==> config.mk <==
export PLATFORM = sky130hd
export DESIGN_NAME = spi_master_slave_port
export DESIGN_NICKNAME = d
export VERILOG_FILES = /design/src/spi_port_pkg.sv /design/src/byte_fifo.sv /design/src/spi_master_slave_port.sv
export SDC_FILE = /design/constraint.sdc
export NUM_CORES = 1
export LEC_CHECK = 0
export BUFFER_PORTS_ARGS = -buffer_cell sky130_fd_sc_hd__buf_2
export CAP_MARGIN = 25
export CORE_UTILIZATION = 60
export DETAILED_ROUTE_END_ITERATION = 10
export GPL_TIMING_DRIVEN = 0
export PLACE_DENSITY = 0.87
export SYNTH_ARGS = -nofsm -noshare
export SYNTH_HDL_FRONTEND = slang
export SYNTH_SLANG_ARGS = --single-unit
==> constraint.sdc <==
create_clock -name core_clk -period 8.2 [get_ports core_clk]
set_clock_uncertainty 0.15 [all_clocks]
set_input_delay 0.41 -clock core_clk [delete_from_list [all_inputs] [get_ports core_clk]]
set_output_delay 0.41 -clock core_clk [all_outputs]
set_load 0.02 [all_outputs]
==> src/spi_port_pkg.sv <==
// Purpose: Shared constants and types for the byte-wide SPI master/slave port.
// Assumes: Registers sit at full 32-bit byte addresses on the processor MMR bus.
// Notes: Bit positions are ints, used only as indices into the register values.
package spi_port_pkg;

    // ==========================================================
    // Register addresses
    localparam logic [31:0] ADDR_STATUS = 32'hFFFF0A00;
    localparam logic [31:0] ADDR_RX = 32'hFFFF0A04;
    localparam logic [31:0] ADDR_TX = 32'hFFFF0A08;
    localparam logic [31:0] ADDR_DIV = 32'hFFFF0A0C;
    localparam logic [31:0] ADDR_CTRL = 32'hFFFF0A10;

    // ==========================================================
    // Reset values and writable bits
    localparam logic [15:0] CTRL_RESET = 16'h0000;
    localparam logic [15:0] CTRL_WMASK = 16'h1FEF; // Bits 15..13 and 4 are reserved
    localparam logic [7:0] DIV_RESET = 8'h1B;
    localparam logic [7:0] STATUS_RESET = 8'h00;
    localparam logic [7:0] BYTE_ZERO = 8'h00;

    // ==========================================================
    // Control register bit positions
    localparam int C_EN = 0;
    localparam int C_MASTER = 1;
    localparam int C_CPHA = 2;
    localparam int C_CPOL = 3;
    localparam int C_LSB = 5;
    localparam int C_TXMODE = 6;
    localparam int C_UNDR = 7;
    localparam int C_OVWR = 8;
    localparam int C_SSOE = 9;
    localparam int C_SOE = 10;
    localparam int C_LOOP = 11;
    localparam int C_CONT = 12;

    // ==========================================================
    // Status register bit positions
    localparam int S_TXBUSY = 0;
    localparam int S_TXIRQ = 1;
    localparam int S_UNDR = 2;
    localparam int S_RXFULL = 3;
    localparam int S_RXIRQ = 4;
    localparam int S_OVF = 5;

    // ==========================================================
    // Timing and sizing
    localparam int CORE_CLK_HZ = 25000000;
    localparam logic [3:0] LAST_EDGE = 4'hF; // Sixteen clock edges per byte
    localparam logic [3:0] FIRST_EDGE = 4'h0;
    localparam logic [3:0] STALL_LAST = 4'h1; // Stall lasts two half bit periods
    localparam int BYTE_W = 8;
    localparam int TX_FIFO_DEPTH = 4;

    typedef enum logic [1:0] {ST_IDLE, ST_XFER, ST_STALL} xfer_state_e;

endpackage : spi_port_pkg

==> src/byte_fifo.sv <==
// Purpose: Small show-ahead FIFO holding transmit bytes.
// Assumes: DEPTH is a power of two so the pointers wrap by themselves.
// Notes: Entries are registers, so the head word is muxed from them by rd_ptr_r.
module byte_fifo #(
    parameter int WIDTH = 8,
    parameter int DEPTH = 4
) (
    input wire logic core_clk,
    input wire logic nrst,
    input wire logic in_valid,
    output logic in_ready,
    input wire logic [WIDTH-1:0] in_data,
    output logic out_valid,
    input wire logic out_ready,
    output logic [WIDTH-1:0] out_data
);
    localparam int AW = $clog2(DEPTH);

    logic [WIDTH-1:0] mem_r [DEPTH];
    logic [AW-1:0] wr_ptr_r;
    logic [AW-1:0] rd_ptr_r;
    logic [AW:0] count_r;
    wire logic push = in_valid & in_ready;
    wire logic pop = out_valid & out_ready;

    // ==========================================================
    // Flags and head word
    assign in_ready = (count_r != (AW+1)'(DEPTH));
    assign out_valid = (count_r != '0);
    assign out_data = mem_r[rd_ptr_r];

    // One write port per entry
    for (genvar i = 0; i < DEPTH; i++) begin : g_entry
        always_ff @(posedge core_clk or negedge nrst) begin
            if (!nrst) begin
                mem_r[i] <= '0;
            end else if (push && (wr_ptr_r == AW'(i))) begin
                mem_r[i] <= in_data;
            end
        end
    end

    // Pointers and fill count
    always_ff @(posedge core_clk or negedge nrst) begin
        if (!nrst) begin
            wr_ptr_r <= '0;
            rd_ptr_r <= '0;
            count_r <= '0;
        end else begin
            if (push) wr_ptr_r <= wr_ptr_r + AW'(1);
            if (pop) rd_ptr_r <= rd_ptr_r + AW'(1);
            if (push && !pop) count_r <= count_r + (AW+1)'(1);
            else if (pop && !push) count_r <= count_r - (AW+1)'(1);
        end
    end

endmodule : byte_fifo

==> src/spi_master_slave_port.sv <==
// Purpose: Byte-wide SPI port, master or slave, behind memory-mapped registers.
// Assumes: Pin inputs are synchronous to core_clk; bus strobes last one cycle.
// Notes: Transmit bytes queue in a four-entry FIFO ahead of the shifter.
// Summary of operation
// - Continuous master mode shifts while data queued.
// - Slave select held low across continuous bytes.
// - Single bytes otherwise, stall before next.
// - Loopback feeds serial output into input.
// - Slave data out driven only when enabled.
// - Master drives slave select only when enabled.
// - Overflow overwrites or discards per control bit.
// - Underflow resends previous byte or zero.
// - Transmit-write start, interrupt on transmit empty.
// - Receive-read start, interrupt on receive full.
// - Bit order LSB or MSB first.
// - Clock idles at polarity bit level.
// - Phase bit picks leading or trailing sampling.
// - Master bit selects clock generation role.
// - Port works only while enabled.
// - Read-only eight-bit status, zero after reset.
// - Clock rate is core clock over 2(1+div).
// - Overflow flag set, cleared by receive read.
// - Underflow flag set, cleared by transmit write.
module spi_master_slave_port (
    input wire logic core_clk,
    input wire logic nrst,
    input wire logic [31:0] bus_addr,
    input wire logic bus_wr,
    input wire logic bus_rd,
    input wire logic [15:0] bus_wdata,
    output logic [15:0] bus_rdata,
    output logic tx_space,
    output logic irq,
    input wire logic sclk_in,
    output logic sclk_out,
    output logic sclk_oe_n,
    input wire logic mosi_in,
    output logic mosi_out,
    output logic mosi_oe_n,
    input wire logic miso_in,
    output logic miso_out,
    output logic miso_oe_n,
    input wire logic ss_n_in,
    output logic ss_n_out,
    output logic ss_n_oe_n
);
    import spi_port_pkg::*;

    // ==========================================================
    // State
    logic [15:0] ctrl_r;
    logic [7:0] div_r;
    logic [7:0] div_cnt_r;
    logic [3:0] half_cnt_r;
    xfer_state_e state_r;
    xfer_state_e state_nxt;
    logic sclk_r;
    logic ss_n_r;
    logic sclk_prev_r;
    logic ss_prev_r;
    logic start_req_r;
    logic [7:0] tx_sh_r;
    logic [7:0] rx_sh_r;
    logic [7:0] last_tx_r;
    logic [7:0] rx_data_r;
    logic rx_full_r;
    logic ovf_r;
    logic undr_r;
    logic tx_irq_r;
    logic busy_prev_r;
    logic irq_r;
    logic [15:0] rdata_r;
    logic [7:0] status_w;
    logic fifo_valid;
    logic [7:0] fifo_data;

    // ==========================================================
    // Address decode and strobes
    wire logic sel_status = (bus_addr == ADDR_STATUS);
    wire logic sel_rx = (bus_addr == ADDR_RX);
    wire logic sel_tx = (bus_addr == ADDR_TX);
    wire logic sel_div = (bus_addr == ADDR_DIV);
    wire logic sel_ctrl = (bus_addr == ADDR_CTRL);
    wire logic wr_ctrl = bus_wr & sel_ctrl;
    wire logic wr_div = bus_wr & sel_div;
    wire logic wr_tx = bus_wr & sel_tx;
    wire logic rd_rx = bus_rd & sel_rx;

    // Mode decode
    wire logic en = ctrl_r[C_EN];
    wire logic master_on = en & ctrl_r[C_MASTER];
    wire logic slave_on = en & ~ctrl_r[C_MASTER];
    wire logic cpha = ctrl_r[C_CPHA];
    wire logic cpol = ctrl_r[C_CPOL];
    wire logic lsb_first = ctrl_r[C_LSB];
    wire logic txmode = ctrl_r[C_TXMODE];
    wire logic cont = ctrl_r[C_CONT];

    // ==========================================================
    // Bit clock enable, only counted while a master sequence runs
    wire logic m_run = master_on & (state_r != ST_IDLE);
    wire logic tick = m_run & (div_cnt_r == div_r);
    wire logic [7:0] div_cnt_nxt = (!m_run || tick) ? BYTE_ZERO : div_cnt_r + 8'h01;

    // Edges of the serial clock, own in master, from the pin in slave
    wire logic slave_edge = slave_on & ~ss_n_in & (sclk_in != sclk_prev_r);
    wire logic slave_start = slave_on & ss_prev_r & ~ss_n_in;
    wire logic edge_ev = master_on ? (tick & (state_r == ST_XFER)) : slave_edge;
    wire logic leading = ~half_cnt_r[0];
    wire logic sample_ev = edge_ev & (leading ^ cpha);
    wire logic shift_ok = cpha ? (half_cnt_r != FIRST_EDGE) : (half_cnt_r != LAST_EDGE);
    wire logic shift_ev = edge_ev & ~(leading ^ cpha) & shift_ok;
    wire logic byte_done = edge_ev & (half_cnt_r == LAST_EDGE);

    // Serial data paths
    wire logic tx_bit = lsb_first ? tx_sh_r[0] : tx_sh_r[7];
    wire logic pin_bit = master_on ? miso_in : mosi_in;
    wire logic rx_bit = ctrl_r[C_LOOP] ? tx_bit : pin_bit;
    wire logic [7:0] rx_shifted = lsb_first ? {rx_bit, rx_sh_r[7:1]} : {rx_sh_r[6:0], rx_bit};
    wire logic [7:0] rx_byte = sample_ev ? rx_shifted : rx_sh_r;
    wire logic [7:0] tx_shifted = lsb_first ? {1'b0, tx_sh_r[7:1]} : {tx_sh_r[6:0], 1'b0};

    // ==========================================================
    // Transfer start conditions and byte loading
    wire logic start_ok = master_on & (txmode ? fifo_valid : start_req_r);
    wire logic stall_end = (state_r == ST_STALL) & tick & (half_cnt_r == STALL_LAST);
    wire logic cont_next = (state_r == ST_XFER) & byte_done & cont & fifo_valid;
    wire logic m_load = ((state_r == ST_IDLE) & start_ok) | cont_next | (stall_end & start_ok);
    wire logic s_load = slave_start | (slave_on & byte_done);
    wire logic load_ev = m_load | s_load;
    wire logic underflow_ev = load_ev & ~fifo_valid;
    wire logic [7:0] under_byte = ctrl_r[C_UNDR] ? last_tx_r : BYTE_ZERO;
    wire logic [7:0] load_byte = fifo_valid ? fifo_data : under_byte;

    // Receive side events
    wire logic over_ev = byte_done & rx_full_r & ~rd_rx;
    wire logic rx_store = byte_done & (~over_ev | ctrl_r[C_OVWR]);

    // Transmit busy: queued data or a byte on the wire
    wire logic on_wire = (state_r == ST_XFER) | (slave_on & ~ss_n_in);
    wire logic tx_busy = fifo_valid | on_wire;
    wire logic rx_irq = rx_full_r | ovf_r;

    // ==========================================================
    // Transmit queue; writes while full are dropped, tx_space warns software
    byte_fifo #(
        .WIDTH(BYTE_W),
        .DEPTH(TX_FIFO_DEPTH)
    ) u_tx_fifo (
        .core_clk(core_clk),
        .nrst(nrst),
        .in_valid(wr_tx),
        .in_ready(tx_space),
        .in_data(bus_wdata[7:0]),
        .out_valid(fifo_valid),
        .out_ready(load_ev),
        .out_data(fifo_data)
    );

    // ==========================================================
    // Master sequencer
    always_comb begin
        state_nxt = state_r;
        unique case (state_r)
            ST_IDLE: begin
                if (start_ok) state_nxt = ST_XFER;
            end
            ST_XFER: begin
                if (byte_done && !cont_next) begin
                    state_nxt = start_ok ? ST_STALL : ST_IDLE;
                end
            end
            ST_STALL: begin
                if (stall_end) state_nxt = start_ok ? ST_XFER : ST_IDLE;
            end
            default: state_nxt = ST_IDLE;
        endcase
        if (!master_on) state_nxt = ST_IDLE;
    end

    always_ff @(posedge core_clk or negedge nrst) begin
        if (!nrst) state_r <= ST_IDLE;
        else state_r <= state_nxt;
    end

    // ==========================================================
    // Control and divider registers; reserved bits never stored
    always_ff @(posedge core_clk or negedge nrst) begin
        if (!nrst) begin
            ctrl_r <= CTRL_RESET;
            div_r <= DIV_RESET;
        end else begin
            if (wr_ctrl) ctrl_r <= bus_wdata & CTRL_WMASK;
            if (wr_div) div_r <= bus_wdata[7:0];
        end
    end

    // Divider, edge counter and pin history
    always_ff @(posedge core_clk or negedge nrst) begin
        if (!nrst) begin
            div_cnt_r <= BYTE_ZERO;
            half_cnt_r <= FIRST_EDGE;
            sclk_prev_r <= 1'b0;
            ss_prev_r <= 1'b1;
        end else begin
            div_cnt_r <= div_cnt_nxt;
            sclk_prev_r <= sclk_in;
            ss_prev_r <= ss_n_in;
            if (load_ev || (slave_on && ss_n_in) || !en) half_cnt_r <= FIRST_EDGE;
            else if (edge_ev || (tick && state_r == ST_STALL)) half_cnt_r <= half_cnt_r + 4'h1;
        end
    end

    // Serial clock and slave select outputs of the master
    // Clock forced to idle level whenever no byte is running
    always_ff @(posedge core_clk or negedge nrst) begin
        if (!nrst) begin
            sclk_r <= 1'b0;
            ss_n_r <= 1'b1;
        end else begin
            if (state_r != ST_XFER) sclk_r <= cpol;
            else if (tick) sclk_r <= ~sclk_r;
            ss_n_r <= (state_nxt != ST_XFER);
        end
    end

    // Shift registers and last transmitted byte
    always_ff @(posedge core_clk or negedge nrst) begin
        if (!nrst) begin
            tx_sh_r <= BYTE_ZERO;
            rx_sh_r <= BYTE_ZERO;
            last_tx_r <= BYTE_ZERO;
        end else begin
            if (load_ev) tx_sh_r <= load_byte;
            else if (shift_ev) tx_sh_r <= tx_shifted;
            if (sample_ev) rx_sh_r <= rx_shifted;
            if (load_ev) last_tx_r <= load_byte;
        end
    end

    // Receive register and its flags; a new event beats the read that clears it
    always_ff @(posedge core_clk or negedge nrst) begin
        if (!nrst) begin
            rx_data_r <= BYTE_ZERO;
            rx_full_r <= 1'b0;
            ovf_r <= 1'b0;
        end else begin
            if (rx_store) rx_data_r <= rx_byte;
            rx_full_r <= byte_done | (rx_full_r & ~rd_rx);
            ovf_r <= over_ev | (ovf_r & ~rd_rx);
        end
    end

    // Transmit flags; the empty interrupt fires when the queue and wire drain
    always_ff @(posedge core_clk or negedge nrst) begin
        if (!nrst) begin
            undr_r <= 1'b0;
            tx_irq_r <= 1'b0;
            busy_prev_r <= 1'b0;
            start_req_r <= 1'b0;
        end else begin
            busy_prev_r <= tx_busy;
            undr_r <= underflow_ev | (undr_r & ~wr_tx);
            if (underflow_ev || (busy_prev_r && !tx_busy)) tx_irq_r <= 1'b1;
            else if (wr_tx || (!en && !tx_busy)) tx_irq_r <= 1'b0;
            if (rd_rx && master_on && !txmode) start_req_r <= 1'b1;
            else if (m_load || !master_on) start_req_r <= 1'b0;
        end
    end

    // ==========================================================
    // Status assembly; unused upper bits read as zero
    always_comb begin
        status_w = STATUS_RESET;
        status_w[S_TXBUSY] = tx_busy;
        status_w[S_TXIRQ] = tx_irq_r;
        status_w[S_UNDR] = undr_r;
        status_w[S_RXFULL] = rx_full_r;
        status_w[S_RXIRQ] = rx_irq;
        status_w[S_OVF] = ovf_r;
    end

    // Read mux; the transmit register is write only and reads zero
    wire logic [15:0] rd_mux = sel_status ? {8'h00, status_w} :
                               sel_rx ? {8'h00, rx_data_r} :
                               sel_div ? {8'h00, div_r} :
                               sel_ctrl ? ctrl_r : 16'h0000;

    // Read data and interrupt come from flops
    always_ff @(posedge core_clk or negedge nrst) begin
        if (!nrst) begin
            rdata_r <= 16'h0000;
            irq_r <= 1'b0;
        end else begin
            if (bus_rd) rdata_r <= rd_mux;
            irq_r <= en & (master_on ? (txmode ? tx_irq_r : rx_irq) : (tx_irq_r | rx_irq));
        end
    end

    // ==========================================================
    // Pin drivers; enables are low while the pin is driven
    assign bus_rdata = rdata_r;
    assign irq = irq_r;
    assign sclk_out = sclk_r;
    assign sclk_oe_n = ~master_on;
    assign mosi_out = tx_bit;
    assign mosi_oe_n = ~master_on;
    assign miso_out = tx_bit;
    assign miso_oe_n = ~(slave_on & ctrl_r[C_SOE]);
    assign ss_n_out = ss_n_r;
    assign ss_n_oe_n = ~(master_on & ctrl_r[C_SSOE]);
endmodule : spi_master_slave_port

==> results.cfg <==
[worst_setup_path]
end_kind = flip-flop
cp.required_ps = 8470
timing.rr.end = u_tx_fifo.count_r[1]
crit_arrival_ps = 3590
r2r-start = div_r[0]
rrSetupSlack_ps = 4880
cp_max_fo = 10
crit_type = reg2reg
crit_path_start_kind = flip-flop
r2r_cells = 10

[floorplanning]
ios = 82
die-height_um = 106
start_util = 0.622
core-area_um2 = 10400
die_area_um2 = 11200
num_rows = 37
die_width_um = 106

[finish]
drive_gt1_frac = 0.378
syn2layout_area_growth_pct = 20.0
layout_common_cells = dfrtp_1, mux2_2, buf_2, nor2_1, inv_1
nFillCells = 632
insertedDiodeCount = 0
num-nets-final = 707
multi_input_area_um2 = 2970
finalInstanceArea_um2 = 7770
regArea_um2 = 3240
stdcell_count = 790
final_common_cell = dfrtp_1

[routing]
remaining_drc_errors = 0
first_pass_iters = 5
wirelength_met1_um = 6340
routed_wl_um = 16600
drt.antenna.violating_nets = 0
via_per_inst = 6.13
wl_met2_um = 8680
num_vias = 4841
route.met3.wl_um = 1040
highest_layer = met4
wl_per_cell_um = 21.0
detail_route.iter0.violations = 416

[yosys]
synthMuxAreaShare = 0.210
synth_warnings = 0
synthAdderAreaFrac = 0.0205
synth_seq_cells = 129
synth_flop_cell = dfrtp_1
syn_area_per_cell_um2 = 12.1
synth_top_family_by_area = multiplexers
seq_area_frac_synth = 0.500
synthCells = 536
async_flop_share = 1.00
synth_compound_area_frac = 0.0777
synth_area_um2 = 6470
synth.distinct_cells = 66
yosys.area_share.simple = 0.112
synth_xor_area_frac = 0.0365
synth_edf_count = 0

[cts]
clk_pin_slew_worst_paths_ps = 60
cts_buffers = 17
root_buffer = clkbuf_8
cts.path.max_buffers = 2
htreeDepth = 4
clock-sinks = 129
cts_tree = done
post_cts_buffers = 0
ctsHoldBuffers = 9
clk_latency_ps = 530
ctsResizeCount = 0

[timing]
relSlewSlack = 0.540
worstMarginPinSlew_ps = 691
fmax_mhz = 301
fin_hold_ws_ps = 66.9
period_share = 0.405
setup_tns_ps = 0
hold_viol = 0
slew_violations = 0
min_period_ps = 3320
rsz0062_at_grt = false
setup-violations-final = 0

[min_path]
hold_depth = 2
hold_class = in2reg
hold_end = u_tx_fifo.mem_r[10]
hp-start = bus_wdata[2]

[global_route]
track_usage = 0.317
grt_max_degree = 96
grt_pass1_vias = 5150
antenna_found_initial = 0
grt.overflow.total = 0
grt_pass1_wl_um = 26800

[place]
gp_congestion = 0.913
port_buffers = 73
placed_cell_area_um2 = 7050
dpl.hpwl_um = 10600
placedCellCount = 748

[power_and_ir_drop]
p_per_area_nw_per_um2 = 190
power.clock.fraction = 0.534
p_comb_frac = 0.034
p_sw_uw = 305
max-vdd-ir-drop_uv = 149
p_int_uw = 1170
p_leak_uw = 0.00355
pwr-share-seq = 0.432
sw_frac_of_total = 0.206

[run_status]
status = completed

[flow_run]
maxCapViolCount = 0
-- cell type report --
cell class / instances / share of cell area
Inverter: 24 / 0.0116
Multi-Input combinational cell: 357 / 0.382
Buffer: 28 / 0.0242
Sequential cell: 129 / 0.416
Clock buffer: 22 / 0.0596
Clock inverter: 10 / 0.0201
Timing Repair Buffer: 84 / 0.0639
Tap cell: 136 / 0.0219
-- state kept, by name, summed over array words and instances (netlist names), 2 cells and up --
| register | flops |
|---|---|
| state_r | 2 |
| tx_sh_r | 8 |
| div_cnt_r | 8 |
| half_cnt_r | 4 |
| rx_sh_r | 8 |
| last_tx_r | 8 |
| div_r | 8 |
| u_tx_fifo.count_r | 3 |
| ctrl_r | 12 |
| u_tx_fifo.mem_r | 32 |
| rx_data_r | 8 |
| u_tx_fifo.rd_ptr_r | 2 |
| u_tx_fifo.wr_ptr_r | 2 |
| bus_rdata | 13 |
-- logic make-up (layout without fill, tap and decap cells) --
kind of cell | count (synthesis) | count (layout)
AO/OA/AOI/OAI | 71 | 71
XOR/XNOR | 27 | 27
adder cells (fa/ha/maj) | 10 | 10
buffers and inverters | 52 | 168
flip-flops | 129 | 129
multiplexers | 114 | 114
other | 1 | 3
AND/OR/NAND/NOR | 132 | 132
-- worst max path at each step --
| stage | from | end | slack, ps | cells past startpoint |
|---|---|---|---|---|
| floorplan | div_r[1] | u_tx_fifo.count_r[1] | 5290 | 10 |
| global placement | nrst | u_tx_fifo.mem_r[4] | 5000 | 1 |
| detailed placement | div_r[0] | u_tx_fifo.count_r[1] | 4980 | 10 |
| CTS | div_r[0] | u_tx_fifo.count_r[1] | 4900 | 10 |
| global route | div_r[0] | u_tx_fifo.count_r[1] | 4770 | 10 |
| finish | div_r[0] | u_tx_fifo.count_r[1] | 4880 | 10 |
-- worst max-delay path, stage by stage, from the launching register on --
cell and delay [ps]:
dfstp_2 550, xnor2_1 120, nand4_1 310, or4b_4 640, o211ai_4 120, buf_12 180, nand2_2 90, ha_1 250
inv_1 80, fa_1 430, mux2_2 270
-- metrics by stage --
stage	total power [µW]	setup WS, ps	util
floorplan	660	5290	-
global placement	690	5000	0.674
detailed placement	694	4980	0.677
CTS	1480	4900	0.745
global route	1510	4770	0.746
finish	1480	4880	0.746
-- metal layers --
| layer | vias to the layer above | global-route usage |
|---|---|---|
| li1 | 2117 | - |
| met1 | 2427 | 0.387 |
| met2 | 232 | 0.533 |
| met3 | 65 | 0.0711 |
| met4 | 0 | 0.149 |
| met5 | - | 0 |
-- cells in the mapped netlist, types with 9 or more instances --
library cell / n / area share
dfrtp_1: 123 / 0.48
o21a_1: 13 / 0.015
nor2_1: 30 / 0.017
buf_4: 9 / 0.010
nand3_1: 23 / 0.018
xor2_1: 9 / 0.012
mux2i_1: 18 / 0.028
xnor2_1: 18 / 0.024
o21ai_0: 11 / 0.0085
ha_1: 9 / 0.017
nand2_1: 21 / 0.012
a21oi_1: 16 / 0.012
mux2_2: 87 / 0.15
inv_1: 24 / 0.014
-- power by group through the flow --
stage | clock network, µW | logic [µW] | registers (µW)
global route | 823 | 54.2 | 638
finish | 789 | 49.8 | 638
detailed placement | 0 | 44.9 | 649
floorplan | 0 | 11.2 | 649
global placement | 0 | 41.3 | 649
CTS | 792 | 48.8 | 638
Power figures use the tool's default switching activity.
